==> src/hw/spf_pkg.sv <==
// Constants for the shared pin function select block.
// Assumes a 16-bit register port with a 4-bit word address.
package spf_pkg;
  localparam int unsigned ADDR_W = 4;
  localparam int unsigned DATA_W = 16;

  // Register offsets (word addresses)
  localparam logic [3:0] OFS_PIN_FUNCTION_CONTROL = 4'h0;
  localparam logic [3:0] OFS_PORT_A_DATA_DIRECTION = 4'h1;
  localparam logic [3:0] OFS_PORT_B_DATA_DIRECTION = 4'h2;
  localparam logic [3:0] OFS_EXT_INTERRUPT_ONE_CONTROL = 4'h3;
  localparam logic [3:0] OFS_EXT_INTERRUPT_TWO_CONTROL = 4'h4;
  localparam logic [3:0] OFS_ADC_CONTROL_SECOND = 4'h5;
  localparam logic [3:0] OFS_CAPTURE_CONTROL = 4'h6;
  localparam logic [3:0] OFS_PIN_STATUS = 4'h7;

  // Pin function control fields
  localparam int unsigned PFC_PWM_SEL_LSB = 4;
  localparam int unsigned PFC_CPU_CLOCK_OUTPUT_BIT = 7;
  localparam int unsigned PFC_TIMER_TWO_PWM_OUT_BIT = 8;
  localparam logic [15:0] PFC_MASK = 16'h01F0;

  // Data/direction layout: direction in the high byte, data in the low byte
  localparam int unsigned DIR_LSB = 8;
  localparam logic [7:0] PORT_A_MASK = 8'hF0;
  localparam logic [7:0] PORT_B_MASK = 8'h21;
  localparam int unsigned PA_PWM_LSB = 4;
  localparam int unsigned PA_SHARED_BIT = 7;
  localparam int unsigned PB_SHARED_BIT = 0;
  localparam int unsigned PB_OUT_ONLY_BIT = 5;

  // Peripheral enable fields
  localparam int unsigned XINT_EN_BIT = 0;
  localparam int unsigned ADC_EXT_SOC_BIT = 0;
  localparam int unsigned CAP_SEL_LSB = 0;
  localparam int unsigned CAP_SEL_W = 2;
  localparam logic [15:0] ENABLE_MASK = 16'h0001;
  localparam logic [15:0] CAP_MASK = 16'h0003;

  // Values after reset
  localparam logic [15:0] RST_VALUE = 16'h0000;

  // Pin status bits
  localparam int unsigned ST_PIN_A_BIT = 0;
  localparam int unsigned ST_PIN_B_BIT = 1;
  localparam int unsigned ST_PWM_LSB = 2;
  localparam int unsigned ST_TRST_BIT = 5;

  localparam int unsigned PWM_PINS = 3;
  localparam int unsigned SYNC_PINS = 6;
endpackage

==> src/hw/spf_top.sv <==
// Function select for the shared PWM, interrupt, GPIO and clock-out pins.
// Assumes a single 40 MHz clock and a register master on the same clock.
//
// Decided for this implementation: strobed register access and the placing of the registers.
`timescale 1ns/10ps
// Behaviour
// - Reset: shared pin is interrupt one plus GPIO
// - Interrupt one follows pin only when enabled
// - GPIO input free; output needs direction write
// - Select bit 8 drives timer two PWM
// - Interrupt one ignores select bit 8
// - Second pin feeds every enabled function at once
// - Interrupt two needs its enable bit
// - ADC trigger needs its enable bit
// - Capture one needs capture select bits
// - Select bit 7 outputs CPU clock
// - Clock out: peripheral inputs see constant one
// - PWM pins: compare output or GPIO
// - Test-data pin: GPIO output only; its input feeds test data only
module spf_top (
  input wire logic clock,
  input wire logic rst_n,
  // Register port
  input wire logic [3:0] reg_addr,
  input wire logic [15:0] reg_wdata,
  input wire logic reg_wr,
  input wire logic reg_rd,
  output logic [15:0] reg_rdata,
  // Peripheral side
  input wire logic [2:0] pwm_channel_out,
  input wire logic timer_two_pwm_out,
  input wire logic cpu_clock_source,
  output logic ext_interrupt_one,
  output logic ext_interrupt_two,
  output logic adc_conversion_trigger_in,
  output logic capture_input_one,
  output logic jtag_tdi,
  // Shared PWM pins, channels four to six
  input wire logic [2:0] pwm_pin_in,
  output logic [2:0] pwm_pin_out,
  output logic [2:0] pwm_pin_oe,
  // Timer PWM / interrupt one / port B bit zero pin
  input wire logic pin_a_in,
  output logic pin_a_out,
  output logic pin_a_oe,
  // Interrupt two / ADC trigger / capture / port A bit seven / clock pin
  input wire logic pin_b_in,
  output logic pin_b_out,
  output logic pin_b_oe,
  // Test-data-in / port B bit five output pin
  input wire logic tdi_pin_in,
  output logic tdi_pin_out,
  output logic tdi_pin_oe,
  input wire logic jtag_trst
);
  logic [15:0] pin_function_control_q;
  logic [15:0] pin_function_control_d;
  logic [15:0] port_a_data_direction_q;
  logic [15:0] port_a_data_direction_d;
  logic [15:0] port_b_data_direction_q;
  logic [15:0] port_b_data_direction_d;
  logic [15:0] ext_interrupt_one_control_q;
  logic [15:0] ext_interrupt_one_control_d;
  logic [15:0] ext_interrupt_two_control_q;
  logic [15:0] ext_interrupt_two_control_d;
  logic [15:0] adc_control_second_q;
  logic [15:0] adc_control_second_d;
  logic [15:0] capture_control_q;
  logic [15:0] capture_control_d;
  logic [15:0] rdata_q;
  logic [15:0] rdata_d;

  // Synchronised pin levels
  logic [5:0] pins_raw;
  logic [5:0] pins_sync;
  logic pin_a_lvl;
  logic pin_b_lvl;
  logic [2:0] pwm_lvl;
  logic trst_lvl;

  // Flops reset to one, the pull-up level, so no false low follows reset
  assign pins_raw = {jtag_trst, pwm_pin_in, pin_b_in, pin_a_in};

  spf_sync #(
    .WIDTH(spf_pkg::SYNC_PINS)
  ) u_sync (
    .clock(clock),
    .rst_n(rst_n),
    .async_in(pins_raw),
    .sync_out(pins_sync)
  );

  assign pin_a_lvl = pins_sync[spf_pkg::ST_PIN_A_BIT];
  assign pin_b_lvl = pins_sync[spf_pkg::ST_PIN_B_BIT];
  assign pwm_lvl = pins_sync[spf_pkg::ST_PWM_LSB +: spf_pkg::PWM_PINS];
  assign trst_lvl = pins_sync[spf_pkg::ST_TRST_BIT];

  // The test-data input is deliberately not synchronised into any port bit;
  // it is only passed to the scan logic while the test reset is high.
  logic tdi_sync;
  spf_sync #(
    .WIDTH(1)
  ) u_tdi_sync (
    .clock(clock),
    .rst_n(rst_n),
    .async_in(tdi_pin_in),
    .sync_out(tdi_sync)
  );

  // Address decode
  logic sel_pfc;
  logic sel_pa;
  logic sel_pb;
  logic sel_x1;
  logic sel_x2;
  logic sel_adc;
  logic sel_cap;
  logic sel_st;
  assign sel_pfc = (reg_addr == spf_pkg::OFS_PIN_FUNCTION_CONTROL);
  assign sel_pa = (reg_addr == spf_pkg::OFS_PORT_A_DATA_DIRECTION);
  assign sel_pb = (reg_addr == spf_pkg::OFS_PORT_B_DATA_DIRECTION);
  assign sel_x1 = (reg_addr == spf_pkg::OFS_EXT_INTERRUPT_ONE_CONTROL);
  assign sel_x2 = (reg_addr == spf_pkg::OFS_EXT_INTERRUPT_TWO_CONTROL);
  assign sel_adc = (reg_addr == spf_pkg::OFS_ADC_CONTROL_SECOND);
  assign sel_cap = (reg_addr == spf_pkg::OFS_CAPTURE_CONTROL);
  assign sel_st = (reg_addr == spf_pkg::OFS_PIN_STATUS);

  logic wr_pfc;
  logic wr_pa;
  logic wr_pb;
  logic wr_x1;
  logic wr_x2;
  logic wr_adc;
  logic wr_cap;
  assign wr_pfc = reg_wr && sel_pfc;
  assign wr_pa = reg_wr && sel_pa;
  assign wr_pb = reg_wr && sel_pb;
  assign wr_x1 = reg_wr && sel_x1;
  assign wr_x2 = reg_wr && sel_x2;
  assign wr_adc = reg_wr && sel_adc;
  assign wr_cap = reg_wr && sel_cap;

  wire [15:0] port_mask_a = {spf_pkg::PORT_A_MASK, spf_pkg::PORT_A_MASK};
  wire [15:0] port_mask_b = {spf_pkg::PORT_B_MASK, spf_pkg::PORT_B_MASK};

  // Next values of the writable registers
  // Masks keep unimplemented bits reading zero
  // select bits stored
  assign pin_function_control_d = wr_pfc ?
    (reg_wdata & spf_pkg::PFC_MASK) : pin_function_control_q;
  assign port_a_data_direction_d = wr_pa ?
    (reg_wdata & port_mask_a) : port_a_data_direction_q;
  assign port_b_data_direction_d = wr_pb ?
    (reg_wdata & port_mask_b) : port_b_data_direction_q;
  assign ext_interrupt_one_control_d = wr_x1 ?
    (reg_wdata & spf_pkg::ENABLE_MASK) : ext_interrupt_one_control_q;
  assign ext_interrupt_two_control_d = wr_x2 ?
    (reg_wdata & spf_pkg::ENABLE_MASK) : ext_interrupt_two_control_q;
  assign adc_control_second_d = wr_adc ?
    (reg_wdata & spf_pkg::ENABLE_MASK) : adc_control_second_q;
  assign capture_control_d = wr_cap ?
    (reg_wdata & spf_pkg::CAP_MASK) : capture_control_q;

  always_ff @(posedge clock) begin
    if (!rst_n) begin
      pin_function_control_q <= spf_pkg::RST_VALUE;
    end else begin
      pin_function_control_q <= pin_function_control_d;
    end
  end

  always_ff @(posedge clock) begin
    if (!rst_n) begin
      port_a_data_direction_q <= spf_pkg::RST_VALUE;
    end else begin
      port_a_data_direction_q <= port_a_data_direction_d;
    end
  end

  always_ff @(posedge clock) begin
    if (!rst_n) begin
      port_b_data_direction_q <= spf_pkg::RST_VALUE;
    end else begin
      port_b_data_direction_q <= port_b_data_direction_d;
    end
  end

  always_ff @(posedge clock) begin
    if (!rst_n) begin
      ext_interrupt_one_control_q <= spf_pkg::RST_VALUE;
    end else begin
      ext_interrupt_one_control_q <= ext_interrupt_one_control_d;
    end
  end

  always_ff @(posedge clock) begin
    if (!rst_n) begin
      ext_interrupt_two_control_q <= spf_pkg::RST_VALUE;
    end else begin
      ext_interrupt_two_control_q <= ext_interrupt_two_control_d;
    end
  end

  always_ff @(posedge clock) begin
    if (!rst_n) begin
      adc_control_second_q <= spf_pkg::RST_VALUE;
    end else begin
      adc_control_second_q <= adc_control_second_d;
    end
  end

  always_ff @(posedge clock) begin
    if (!rst_n) begin
      capture_control_q <= spf_pkg::RST_VALUE;
    end else begin
      capture_control_q <= capture_control_d;
    end
  end

  // Field views
  logic [2:0] pwm_sel;
  logic cpu_clock_output_sel;
  logic timer_two_pwm_out_sel;
  logic [7:0] pa_data;
  logic [7:0] pa_dir;
  logic [7:0] pb_data;
  logic [7:0] pb_dir;
  logic x1_en;
  logic x2_en;
  logic adc_en;
  logic [1:0] cap_sel;
  assign pwm_sel = pin_function_control_q[spf_pkg::PFC_PWM_SEL_LSB +: 3];
  assign cpu_clock_output_sel = pin_function_control_q[spf_pkg::PFC_CPU_CLOCK_OUTPUT_BIT];
  assign timer_two_pwm_out_sel = pin_function_control_q[spf_pkg::PFC_TIMER_TWO_PWM_OUT_BIT];
  assign pa_data = port_a_data_direction_q[7:0];
  assign pa_dir = port_a_data_direction_q[spf_pkg::DIR_LSB +: 8];
  assign pb_data = port_b_data_direction_q[7:0];
  assign pb_dir = port_b_data_direction_q[spf_pkg::DIR_LSB +: 8];
  assign x1_en = ext_interrupt_one_control_q[spf_pkg::XINT_EN_BIT];
  assign x2_en = ext_interrupt_two_control_q[spf_pkg::XINT_EN_BIT];
  assign adc_en = adc_control_second_q[spf_pkg::ADC_EXT_SOC_BIT];
  assign cap_sel = capture_control_q[spf_pkg::CAP_SEL_LSB +: spf_pkg::CAP_SEL_W];

  // PWM channel pins four to six
  genvar gp;
  generate
    for (gp = 0; gp < 3; gp++) begin : g_pwm
      assign pwm_pin_out[gp] = pwm_sel[gp] ? pwm_channel_out[gp] :
        pa_data[spf_pkg::PA_PWM_LSB + gp];
      assign pwm_pin_oe[gp] = pwm_sel[gp] | pa_dir[spf_pkg::PA_PWM_LSB + gp];
    end
  endgenerate

  // First shared pin
  // GPIO role after reset
  assign pin_a_out = timer_two_pwm_out_sel ? timer_two_pwm_out : pb_data[spf_pkg::PB_SHARED_BIT];
  assign pin_a_oe = timer_two_pwm_out_sel | pb_dir[spf_pkg::PB_SHARED_BIT];
  // Interrupt one keeps sampling the pin, even under PWM drive
  // enable gates interrupt
  assign ext_interrupt_one = x1_en ? pin_a_lvl : 1'b1;

  // Second shared pin
  // Clock out overrides port A bit seven drive
  // clock on pin
  assign pin_b_out = cpu_clock_output_sel ? cpu_clock_source : pa_data[spf_pkg::PA_SHARED_BIT];
  assign pin_b_oe = cpu_clock_output_sel | pa_dir[spf_pkg::PA_SHARED_BIT];

  logic pin_b_func;
  assign pin_b_func = cpu_clock_output_sel ? 1'b1 : pin_b_lvl;

  // Users of the second pin: interrupt two, ADC trigger, capture one
  logic [2:0] pin_b_user_en;
  logic [2:0] pin_b_user_in;
  assign pin_b_user_en = {x2_en, adc_en, (cap_sel != 2'h0)};
  genvar gu;
  generate
    for (gu = 0; gu < 3; gu++) begin : g_pin_b_user
      assign pin_b_user_in[gu] = pin_b_user_en[gu] ? pin_b_func : 1'b1;
    end
  endgenerate
  assign ext_interrupt_two = pin_b_user_in[2];
  assign adc_conversion_trigger_in = pin_b_user_in[1];
  assign capture_input_one = pin_b_user_in[0];

  // Test-data pin, output role while the test reset is low
  logic tdi_output_role;
  assign tdi_output_role = !trst_lvl;
  assign tdi_pin_out = pb_data[spf_pkg::PB_OUT_ONLY_BIT];
  assign tdi_pin_oe = tdi_output_role && pb_dir[spf_pkg::PB_OUT_ONLY_BIT];
  assign jtag_tdi = tdi_output_role ? 1'b1 : tdi_sync;

  // Port input levels, data bits read pins when used as inputs
  logic [7:0] pa_pins;
  logic [7:0] pb_pins;
  logic [7:0] pa_read;
  logic [7:0] pb_read;
  logic [15:0] pa_word;
  logic [15:0] pb_word;
  logic [15:0] status_word;
  assign pa_pins = {pin_b_lvl, pwm_lvl, 4'h0};
  assign pb_pins = {7'h00, pin_a_lvl};
  assign pa_read = ((pa_dir & pa_data) | (~pa_dir & pa_pins)) &
    spf_pkg::PORT_A_MASK;
  assign pb_read = ((pb_dir & pb_data) | (~pb_dir & pb_pins)) &
    spf_pkg::PORT_B_MASK;
  assign pa_word = {pa_dir, pa_read};
  assign pb_word = {pb_dir, pb_read};

  assign status_word = {10'h000, trst_lvl, pwm_lvl, pin_b_lvl, pin_a_lvl};

  // Read mux, unmapped addresses read zero
  logic [15:0] rd_word;
  // Read data stands one cycle, zero otherwise
  assign rdata_d = reg_rd ? rd_word : 16'h0000;
  assign rd_word = sel_pfc ? pin_function_control_q :
    sel_pa ? pa_word :
    sel_pb ? pb_word :
    sel_x1 ? ext_interrupt_one_control_q :
    sel_x2 ? ext_interrupt_two_control_q :
    sel_adc ? adc_control_second_q :
    sel_cap ? capture_control_q :
    sel_st ? status_word :
    16'h0000;

  always_ff @(posedge clock) begin
    if (!rst_n) begin
      rdata_q <= spf_pkg::RST_VALUE;
    end else begin
      rdata_q <= rdata_d;
    end
  end

  assign reg_rdata = rdata_q;
endmodule

==> src/hw/spf_sync.sv <==
// Two-stage synchroniser, one stage pair per bit.
// Assumes inputs come from pins outside the clock domain.
`timescale 1ns/10ps
module spf_sync #(
  parameter int unsigned WIDTH = 1
) (
  input wire logic clock,
  input wire logic rst_n,
  input wire logic [WIDTH-1:0] async_in,
  output logic [WIDTH-1:0] sync_out
);
  genvar gi;
  generate
    for (gi = 0; gi < WIDTH; gi++) begin : g_bit
      logic first_q;
      logic second_q;
      always_ff @(posedge clock) begin
        if (!rst_n) begin
          first_q <= 1'b1;
          second_q <= 1'b1;
        end else begin
          first_q <= async_in[gi];
          second_q <= first_q;
        end
      end
      assign sync_out[gi] = second_q;
    end
  endgenerate
endmodule

==> config.mk <==
export PLATFORM = sky130hd
export DESIGN_NAME = spf_top
export DESIGN_NICKNAME = d
export VERILOG_FILES = /design/src/hw/spf_pkg.sv /design/src/hw/spf_top.sv /design/src/hw/spf_sync.sv
export SDC_FILE = /design/constraint.sdc
export NUM_CORES = 1
export LEC_CHECK = 0
export ABC_AREA = 1
export BUFFER_PORTS_ARGS = -buffer_cell sky130_fd_sc_hd__buf_2
export CAP_MARGIN = 30
export CORE_MARGIN = 1
export CORE_UTILIZATION = 30
export CTS_CLUSTER_SIZE = 16
export DETAILED_ROUTE_END_ITERATION = 16
export PLACE_DENSITY_LB_ADDON = 0.25
export SLEW_MARGIN = 20
export SYNTH_ARGS = -nofsm -noshare
export SYNTH_HDL_FRONTEND = slang
export SYNTH_HIERARCHICAL = 1
export SYNTH_SLANG_ARGS = --single-unit
==> constraint.sdc <==
create_clock -name clock -period 2.2 [get_ports clock]
set_clock_uncertainty 0.05 [all_clocks]
set_input_delay 0.11 -clock clock [delete_from_list [all_inputs] [get_ports clock]]
set_output_delay 0.11 -clock clock [all_outputs]
set_load 0.02 [all_outputs]
======== Yosys cells after proc, flatten, opt, wreduce, memory -nomap -nowiden ========
Cells that the tools add are included.
word-level totals
  bits in registers ....................... 52
  input bits .............................. 36
  output and inout bits ................... 33
  word-level logic and storage cells ...... 85
cells by class
  equal/unequal tests ..................... 7
  multiplexer cells ....................... 19
  bitwise operators ....................... 15
  reduce and logical (&&, ||, !) cells .... 17
operator list
  kind                count
  $mux 6              5
  $and 8x8->8         2
  $eq 4x3->1 const B  4
  $mux 16             1
  $mux 14             1
  $mux 1              11
  $mux 9              1
  $reduce_or 9->1     1
  $eq 4x2->1 const B  2
  $logic_and 1x1->1   8
  $not 8->8           1
  $or 8x8->8          1
  $reduce_or 8->1     1
  $reduce_or 7->1     1
  $and 6x1->6         1
  $and 6x6->6         1
  $not 6->6           1
  $or 6x6->6          1
  $or 1x1->1          5
  $eq 4x1->1 const B  1
  $logic_not 4->1     1
  $reduce_or 3->1     1
  $not 1->1           2
  $reduce_and 2->1    1
  3 further kinds     3

======== Logic depth before layout (Yosys ltp) ========
Gate-level depths: netlist of run 1.
  word-level depth ........................ 9
  depth in mapped cells ................... 9
  depth with buffers taken out ............ 9

======== Cells and area by module ========
Netlist of run 1, hierarchy kept.
by module, submodules not included
  module                 times used  cells an instance  area each (sq um)  seq. area each (sq um)
  spf_top                1           219                1565.3             700.7
  spf_sync (u_sync)      1           43                 386.6              240.2
  spf_sync (u_tdi_sync)  1           6                  55.1               40.0

======== Worst setup path before layout of run 1 ========
No wires, ideal clock.
  path type ............................... input-to-reg
  start ................................... input port reg_addr[2]
  end ..................................... register pin_function_control_q[4]
  data arrival time ....................... 0.894 ns
  setup slack ............................. 1.136 ns
  stages .................................. 8
  path buffers ............................ 0
  cell sequence ........................... inv_1 -> nand2_1 -> inv_1 -> nand3_1 -> inv_1 -> nand2_2 -> o21ai_0 -> a21oi_1
on the way
  longest elaborated chain between the ends .. 2
ends and longest elaborated chain
  element               line            text
  from (decl)           spf_top.sv:24   input wire logic [3:0] reg_addr,
  $logic_not 4->1       spf_top.sv:119  assign sel_pfc = (reg_addr == spf_pkg::OFS_PIN_FUNCTION_CONTROL);
  $logic_and 1x1->1     spf_top.sv:135  assign wr_pfc = reg_wr && sel_pfc;
  to (signal assigned)  spf_top.sv:166  pin_function_control_q <= spf_pkg::RST_VALUE;
  to (signal assigned)  spf_top.sv:168  pin_function_control_q <= pin_function_control_d;
  to (decl)             spf_top.sv:56   logic [15:0] pin_function_control_q;
No other way between the ends.
A chain may end at the register's enable or synchronous reset.

======== Worst setup path after layout of run 1 ========
  start ................................... register pin_function_control_q[7]
  end ..................................... output port capture_input_one
on the way
  longest elaborated chain between the ends .. 2
ends and longest elaborated chain
  element    line            text
  $mux 1     spf_top.sv:269  assign pin_b_func = cpu_clock_output_sel ? 1'b1 : pin_b_lvl;
  $mux 1     spf_top.sv:278  assign pin_b_user_in[gu] = pin_b_user_en[gu] ? pin_b_func : 1'b1;
  to (decl)  spf_top.sv:36   output logic capture_input_one,
No other way between the ends.

==> results of run 1 <==
==> worst reg2reg max path: cells and delay by family (launching register included) <==
family | cells | cell delay [ps]
and+or+nand+nor | 3 | 230
DFF | 1 | 350
buffers and inverters | 2 | 120
AOI/OAI and AO/OA | 1 | 150
==> repair_timing <==
item	in CTS	in global routing
resized for setup	0	0
hold endpoints to repair	7	0
hold buffers	7	0
==> power by group <==
group | internal (mW) | switching [mW] | leakage, nW | total (mW)
Combinational | 0.0590 | 0.0970 | 0.774 | 0.156
Sequential | 0.908 | 0.00996 | 0.399 | 0.918
Clock | 0.370 | 0.297 | 0.0574 | 0.666
==> through the flow <==
| step | util (%) | power, mW | std cells | hold slack, ps |
|---|---|---|---|---|
| finish | 39.2 | 1.74 | 409 | 24.3 |
| global route | 39.2 | 1.83 | 409 | 38.4 |
| CTS | 39.2 | 1.77 | 409 | 15.3 |
| detailed placement | 36.3 | 1.09 | 394 | 234 |
| global placement | 36.3 | 1.09 | 394 | 235 |
| floorplan | - | 1.03 | 270 | 129 |
==> per-layer routing <==
layer	share of wire (%)	track usage, %	routed length, um	up-vias
met5	0	0	0	-
li1	-	-	-	953
met3	4.2	3.76	191	2
met1	50	17.8	2280	740
met2	46	21.3	2100	42
met4	0.63	4.47	29	0
==> area by class of cell <==
cell class / count / share of cell area, %
Inverter: 47 / 7.04
Sequential cell: 49 / 39.1
Tap cell: 77 / 3.84
Timing Repair Buffer: 68 / 15.1
Clock buffer: 6 / 3.30
Multi-Input combinational cell: 160 / 30.1
Clock inverter: 2 / 1.50
==> layout by cell type (no fill, tap or decap) <==
cell type,count
clkinvlp_4,1
inv_1,45
o32ai_1,2
nor2_1,16
nand3_1,12
nand2_4,1
buf_4,1
nand4_1,1
o21ai_1,1
mux2i_1,2
clkbuf_8,6
buf_2,60
nand2_1,62
dfxtp_1,49
o21ai_0,26
nor3_1,2
nor2_4,1
conb_1,3
o21ai_2,1
nor3_4,1
bufinv_16,1
a21oi_1,24
o211ai_1,2
nand2_2,3
inv_2,2
dlygate4sd3_1,7
==> sequential cells by signal, indices dropped and copies added, names as in the netlist, 2 cells and up <==
signal                   count
pin_function_control_q       5
u_sync/g_bit.first_q         6
reg_rdata                   13
u_sync/g_bit.second_q        6
port_b_data_direction_q      4
capture_control_q            2
port_a_data_direction_q      8
==> cells by family after synthesis <==
family | Yosys count | synth area share [%]
muxes | 2 | 0.998
buffers and inverters | 61 | 13.9
and+or+nand+nor | 99 | 21.3
other | 1 | 0.187
DFF | 49 | 48.9
AOI/OAI and AO/OA | 56 | 14.8
==> final timing paths <==
path                                     startpoint                                       end  slack (ps)  cells past startpoint
min                                   reg_wdata[12]  port_a_data_direction_q[12]$_SDFFE_PN0P_          20                      3
max          pin_function_control_q[7]$_SDFFE_PN0P_                         capture_input_one         900                      3
max reg2reg     u_sync/g_bit[0].second_q$_SDFF_PN1_                   reg_rdata[0]$_SDFF_PP0_        1250                      6
min reg2reg      u_sync/g_bit[2].first_q$_SDFF_PN1_       u_sync/g_bit[2].second_q$_SDFF_PN1_         360                      2
==> metrics.csv, run 1 <==
metric;value;unit
synthArstFlopShare;0;%
ios;69;
period_needed;1300;ps
postSynthAreaPerCell;7.49;sq um
finalNetCount;367;
fmaxAchievable;769;MHz
cts_made_buffers;5;
drtIter0Drc;118;
endpoint_kind;output port;
post-place-ws;770;ps
grt_pass1_vias;1637;
postLayoutCellArea;2510;sq um
yosysMostFrequentCell;nand2_1;
post_cts_buffers;0;
worst-path-buf-inv;1;
die_area;7020;sq um
grt_max_degree;23;
final_hold_viol_count;0;
drive_gt1_share;23.5;%
cap_violations;0;
die_h;83.8;um
p_leak;1.23;nW
first_pass_iters;4;
numPortBuffers;60;
powerDensity;694;nW/um^2
syn_inst;268;
placementRows;29;
antenna_found_initial;0;
cts_buffer_depth;2;
fillers;693;
clock-sinks;49;
max-vdd-ir-drop;0.262;mV
dpl.hpwl;3430;um
hp-class;in -> reg;
num_vias;1737;
clock_latency;290;ps
crit_slowest_cell;dfxtp_1;
area_delta_synth_final;24.9;%
synth_edf_count;0;
wirelength;4600;um
vias_per_cell;4.25;
crit_family;flip-flops;
clk_pin_slew;90;ps
seqCellArea;981;sq um
seq_area_frac_synth;48.9;%
status;finished clean;
synthTopCellsByCount;nand2_1, dfxtp_1, inv_1;
crit_path_start_kind;register;
drc_errors;0;
ys_ff_latch;49;
critical_path_class;reg -> out;
cp_max_fo;4;
tritoncts;done;
crit_chain;nor2_1, o21ai_0, buf_2;
setup_tns;0;ps
core;6390;sq um
finalSetupViolCount;0;
wl_per_cell;11.2;um
fin_crit_sh;59.1;%
die_w;83.8;um
rsz0062_at_grt;no;
start_util;31.4;%
ys.flop_type;dfxtp_1;
grt_pass1_wl;7510;um
crit_arrival;1140;ps
clock-root-buffer;clkbuf_8;
grt_usage;13.5;%
insertedDiodeCount;0;
grt_overflow;0;
ant_nets;0;
max_stage_delay;350;ps
yosys.area.top_type;dfxtp_1;
post_synth_num_cell_types;24;
postPlaceCellArea;2320;sq um
final_max_slew_viol_count;0;
yosysTopAreaCellShare;48.9;%
htreeDepth;2;
gp_congestion;0.844;
setup_ws;899;ps
synth.top_cells.by_area;dfxtp_1, nand2_1, inv_1;
multiInputGateArea;754;sq um
yosysWarningCount;6;
syn_area;2010;sq um
cp.required;2040;ps
(Power assumes the default switching activity.)
==> inputs of run 2 (changes only) <==
- clock period: 2.2 -> 1.25 ns (I/O delays scaled with it)
==> run 2 against run 1 <==
  * Flip-flop and latch count is the same
  * Largest cell class unchanged
  * Clock power grew 52%
  * Critical path depth did not move
  * Final area increased by 4.2%
  * Largest power group unchanged
==> metrics.csv, run 2 (synthesized netlist as in run 1, its figures left out) <==
metric;value;unit;change
ios;69;;unchanged
gp_congestion;0.851;;+0.87%
multiInputGateArea;762;sq um;+0.99%
placementRows;29;;unchanged
clkPwrFrac;34.4;%;-3.9 points
powerDensity;1120;nW/um^2;+62%
r2r-start;port_a_data_direction_q[13]$_SDFFE_PN0P_;;
crit_path_end;capture_input_one;;
cap_violations;0;;unchanged
endpoint_kind;output port;;
wl_per_cell;11.0;um;-2.3%
final_cell_mix;nand2_1, buf_2, dfxtp_1, inv_1;;
clock-root-buffer;clkbuf_8;;
insertedDiodeCount;0;;unchanged
post_cts_buffers;0;;unchanged
post-place-ws;24.4;ps;-746 ps
grt_pass1_wl;7780;um;+3.6%
ant_nets;0;;unchanged
drtIter0Drc;78;;-34%
die_area;7020;sq um;unchanged
clk_pin_slew;100;ps;about the same
core;6390;sq um;unchanged
htreeDepth;2;;unchanged
hp-class;in -> reg;;
p_int;2.15;mW;+61%
first_pass_iters;4;;unchanged
vias_per_cell;4.32;;+1.7%
cp.required;1140;ps;-900 ps
max-vdd-ir-drop;0.437;mV;+67%
clock-sinks;49;;unchanged
p_leak;1.28;nW;+4.1%
numPortBuffers;60;;unchanged
layoutNonFillerInstCount;422;;+3.2%
fillers;672;;-3.0%
num_vias;1822;;+4.9%
crit_path_start_kind;register;;
final_max_slew_viol_count;0;;unchanged
p_sw_share;26.8;%;+3.6 points
finalNetCount;380;;+3.5%
area_delta_synth_final;30.1;%;
die_w;83.8;um;unchanged
hold_slack;15.7;ps;-8.62 ps
finalSetupViolCount;0;;unchanged
status;finished clean;;
crit_arrival;1060;ps;-80 ps
final_hold_viol_count;0;;unchanged
grt_usage;14.0;%;+0.48 points
drc_errors;0;;unchanged
pwr-share-comb;10.4;%;+1.4 points
r2r-end;reg_rdata[5]$_SDFF_PN0_;;
setup_tns;0;ps;unchanged
rr_worst_depth;5;;-1
fmaxAchievable;856;MHz;
antenna_found_initial;0;;unchanged
wirelength;4640;um;+0.83%
crit_path_start;u_sync/g_bit[1].second_q$_SDFF_PN1_;;
cts_made_buffers;5;;unchanged
period_needed;1170;ps;
numPlacedInstances;399;;+1.3%
fin_crit_sh;93.4;%;
setup_ws;82.4;ps;-817 ps
p_switching;0.785;mW;+95%
layout_commonest_cell;nand2_1;;
seqCellArea;983;sq um;+0.26%
total_power;2.93;mW;+68%
dpl.hpwl;3480;um;+1.4%
critical_path_class;reg -> out;;
clock_latency;310;ps;+20 ps
worstHoldStart;reg_wdata[8];;
grt_pass1_vias;1719;;+5.0%
largest_register_ffs;13;;unchanged
die_h;83.8;um;unchanged
grt_max_degree;23;;unchanged
rsz0062_at_grt;no;;
r2r_slack;300;ps;-950 ps
cts_buffer_depth;2;;unchanged
seqPwrFrac;55.2;%;+2.4 points
tritoncts;done;;
drive_gt1_share;24.9;%;+1.4 points
grt_overflow;0;;unchanged
start_util;31.4;%;unchanged
cp_max_fo;3;;-1
## run 2: cell count changes in the layout (fill, tap and decap cells not counted), sizes merged
cell and change:
clkinvlp -1, bufinv -1, buf +5, clkinv +1, clkbuf -1, inv +2, dlygate4sd3 +8
## run 2: final cells by class
cell class	instances	area share, %
Sequential cell	49	37.7
Multi-Input combinational cell	160	29.2
Timing Repair Buffer	81	19.0
Inverter	47	6.76
Tap cell	77	3.69
Clock buffer	5	2.64
Clock inverter	3	1.10
## run 2: metrics by stage
step           area (sq um)  util (%)
2_1_floorplan          2010         -
3_3_place_gp           2350      36.9
3_5_place_dp           2350      36.9
4_1_cts                2600      40.8
5_1_grt                2610      40.9
6_report               2610      40.9
## run 2: metal layers
| metal | track usage [%] | vias to the layer above | share of wire (%) |
|---|---|---|---|
| met3 | 3.76 | 8 | 5.9 |
| met2 | 21.5 | 54 | 43 |
| met5 | 0 | - | 0 |
| met1 | 18.5 | 779 | 50 |
| li1 | - | 981 | - |
| met4 | 5.70 | 0 | 1.8 |
## run 2: worst min path at each step
stage                                                to  slack, ps  cells after the start
6_report        port_b_data_direction_q[8]$_SDFFE_PN0P_         20                      3
5_1_grt               capture_control_q[0]$_SDFFE_PN0P_         30                      3
4_1_cts        port_a_data_direction_q[15]$_SDFFE_PN0P_          4                      3
3_5_place_dp         u_sync/g_bit[5].first_q$_SDFF_PN1_        180                      3
3_3_place_gp         u_sync/g_bit[5].first_q$_SDFF_PN1_        190                      3
2_1_floorplan    u_tdi_sync/g_bit[0].first_q$_SDFF_PN1_         80                      1
## run 2: what timing repair did
item | 4_1_cts | 5_1_grt
hold buffers | 15 | 0
hold endpoints to repair | 16 | 0
pin swaps | 1 | 0
setup endpoints to repair | 3 | 7
gates resized for setup | 1 | 5
## run 2: power by group through the flow
| stage | Combinational (mW) | Sequential, mW | Clock, mW |
|---|---|---|---|
| after global routing | 0.343 | 1.62 | 1.10 |
| after detailed placement | 0.268 | 1.65 | 0 |
| after global placement | 0.266 | 1.65 | 0 |
| after floorplan | 0.169 | 1.65 | 0 |
| final | 0.304 | 1.62 | 1.01 |
| after CTS | 0.306 | 1.62 | 1.04 |
## run 2: critical path, stage by stage (launching register included)
cell and delay, ps:
dfxtp_2 360, nor2_4 130, o21ai_0 90, buf_2 160
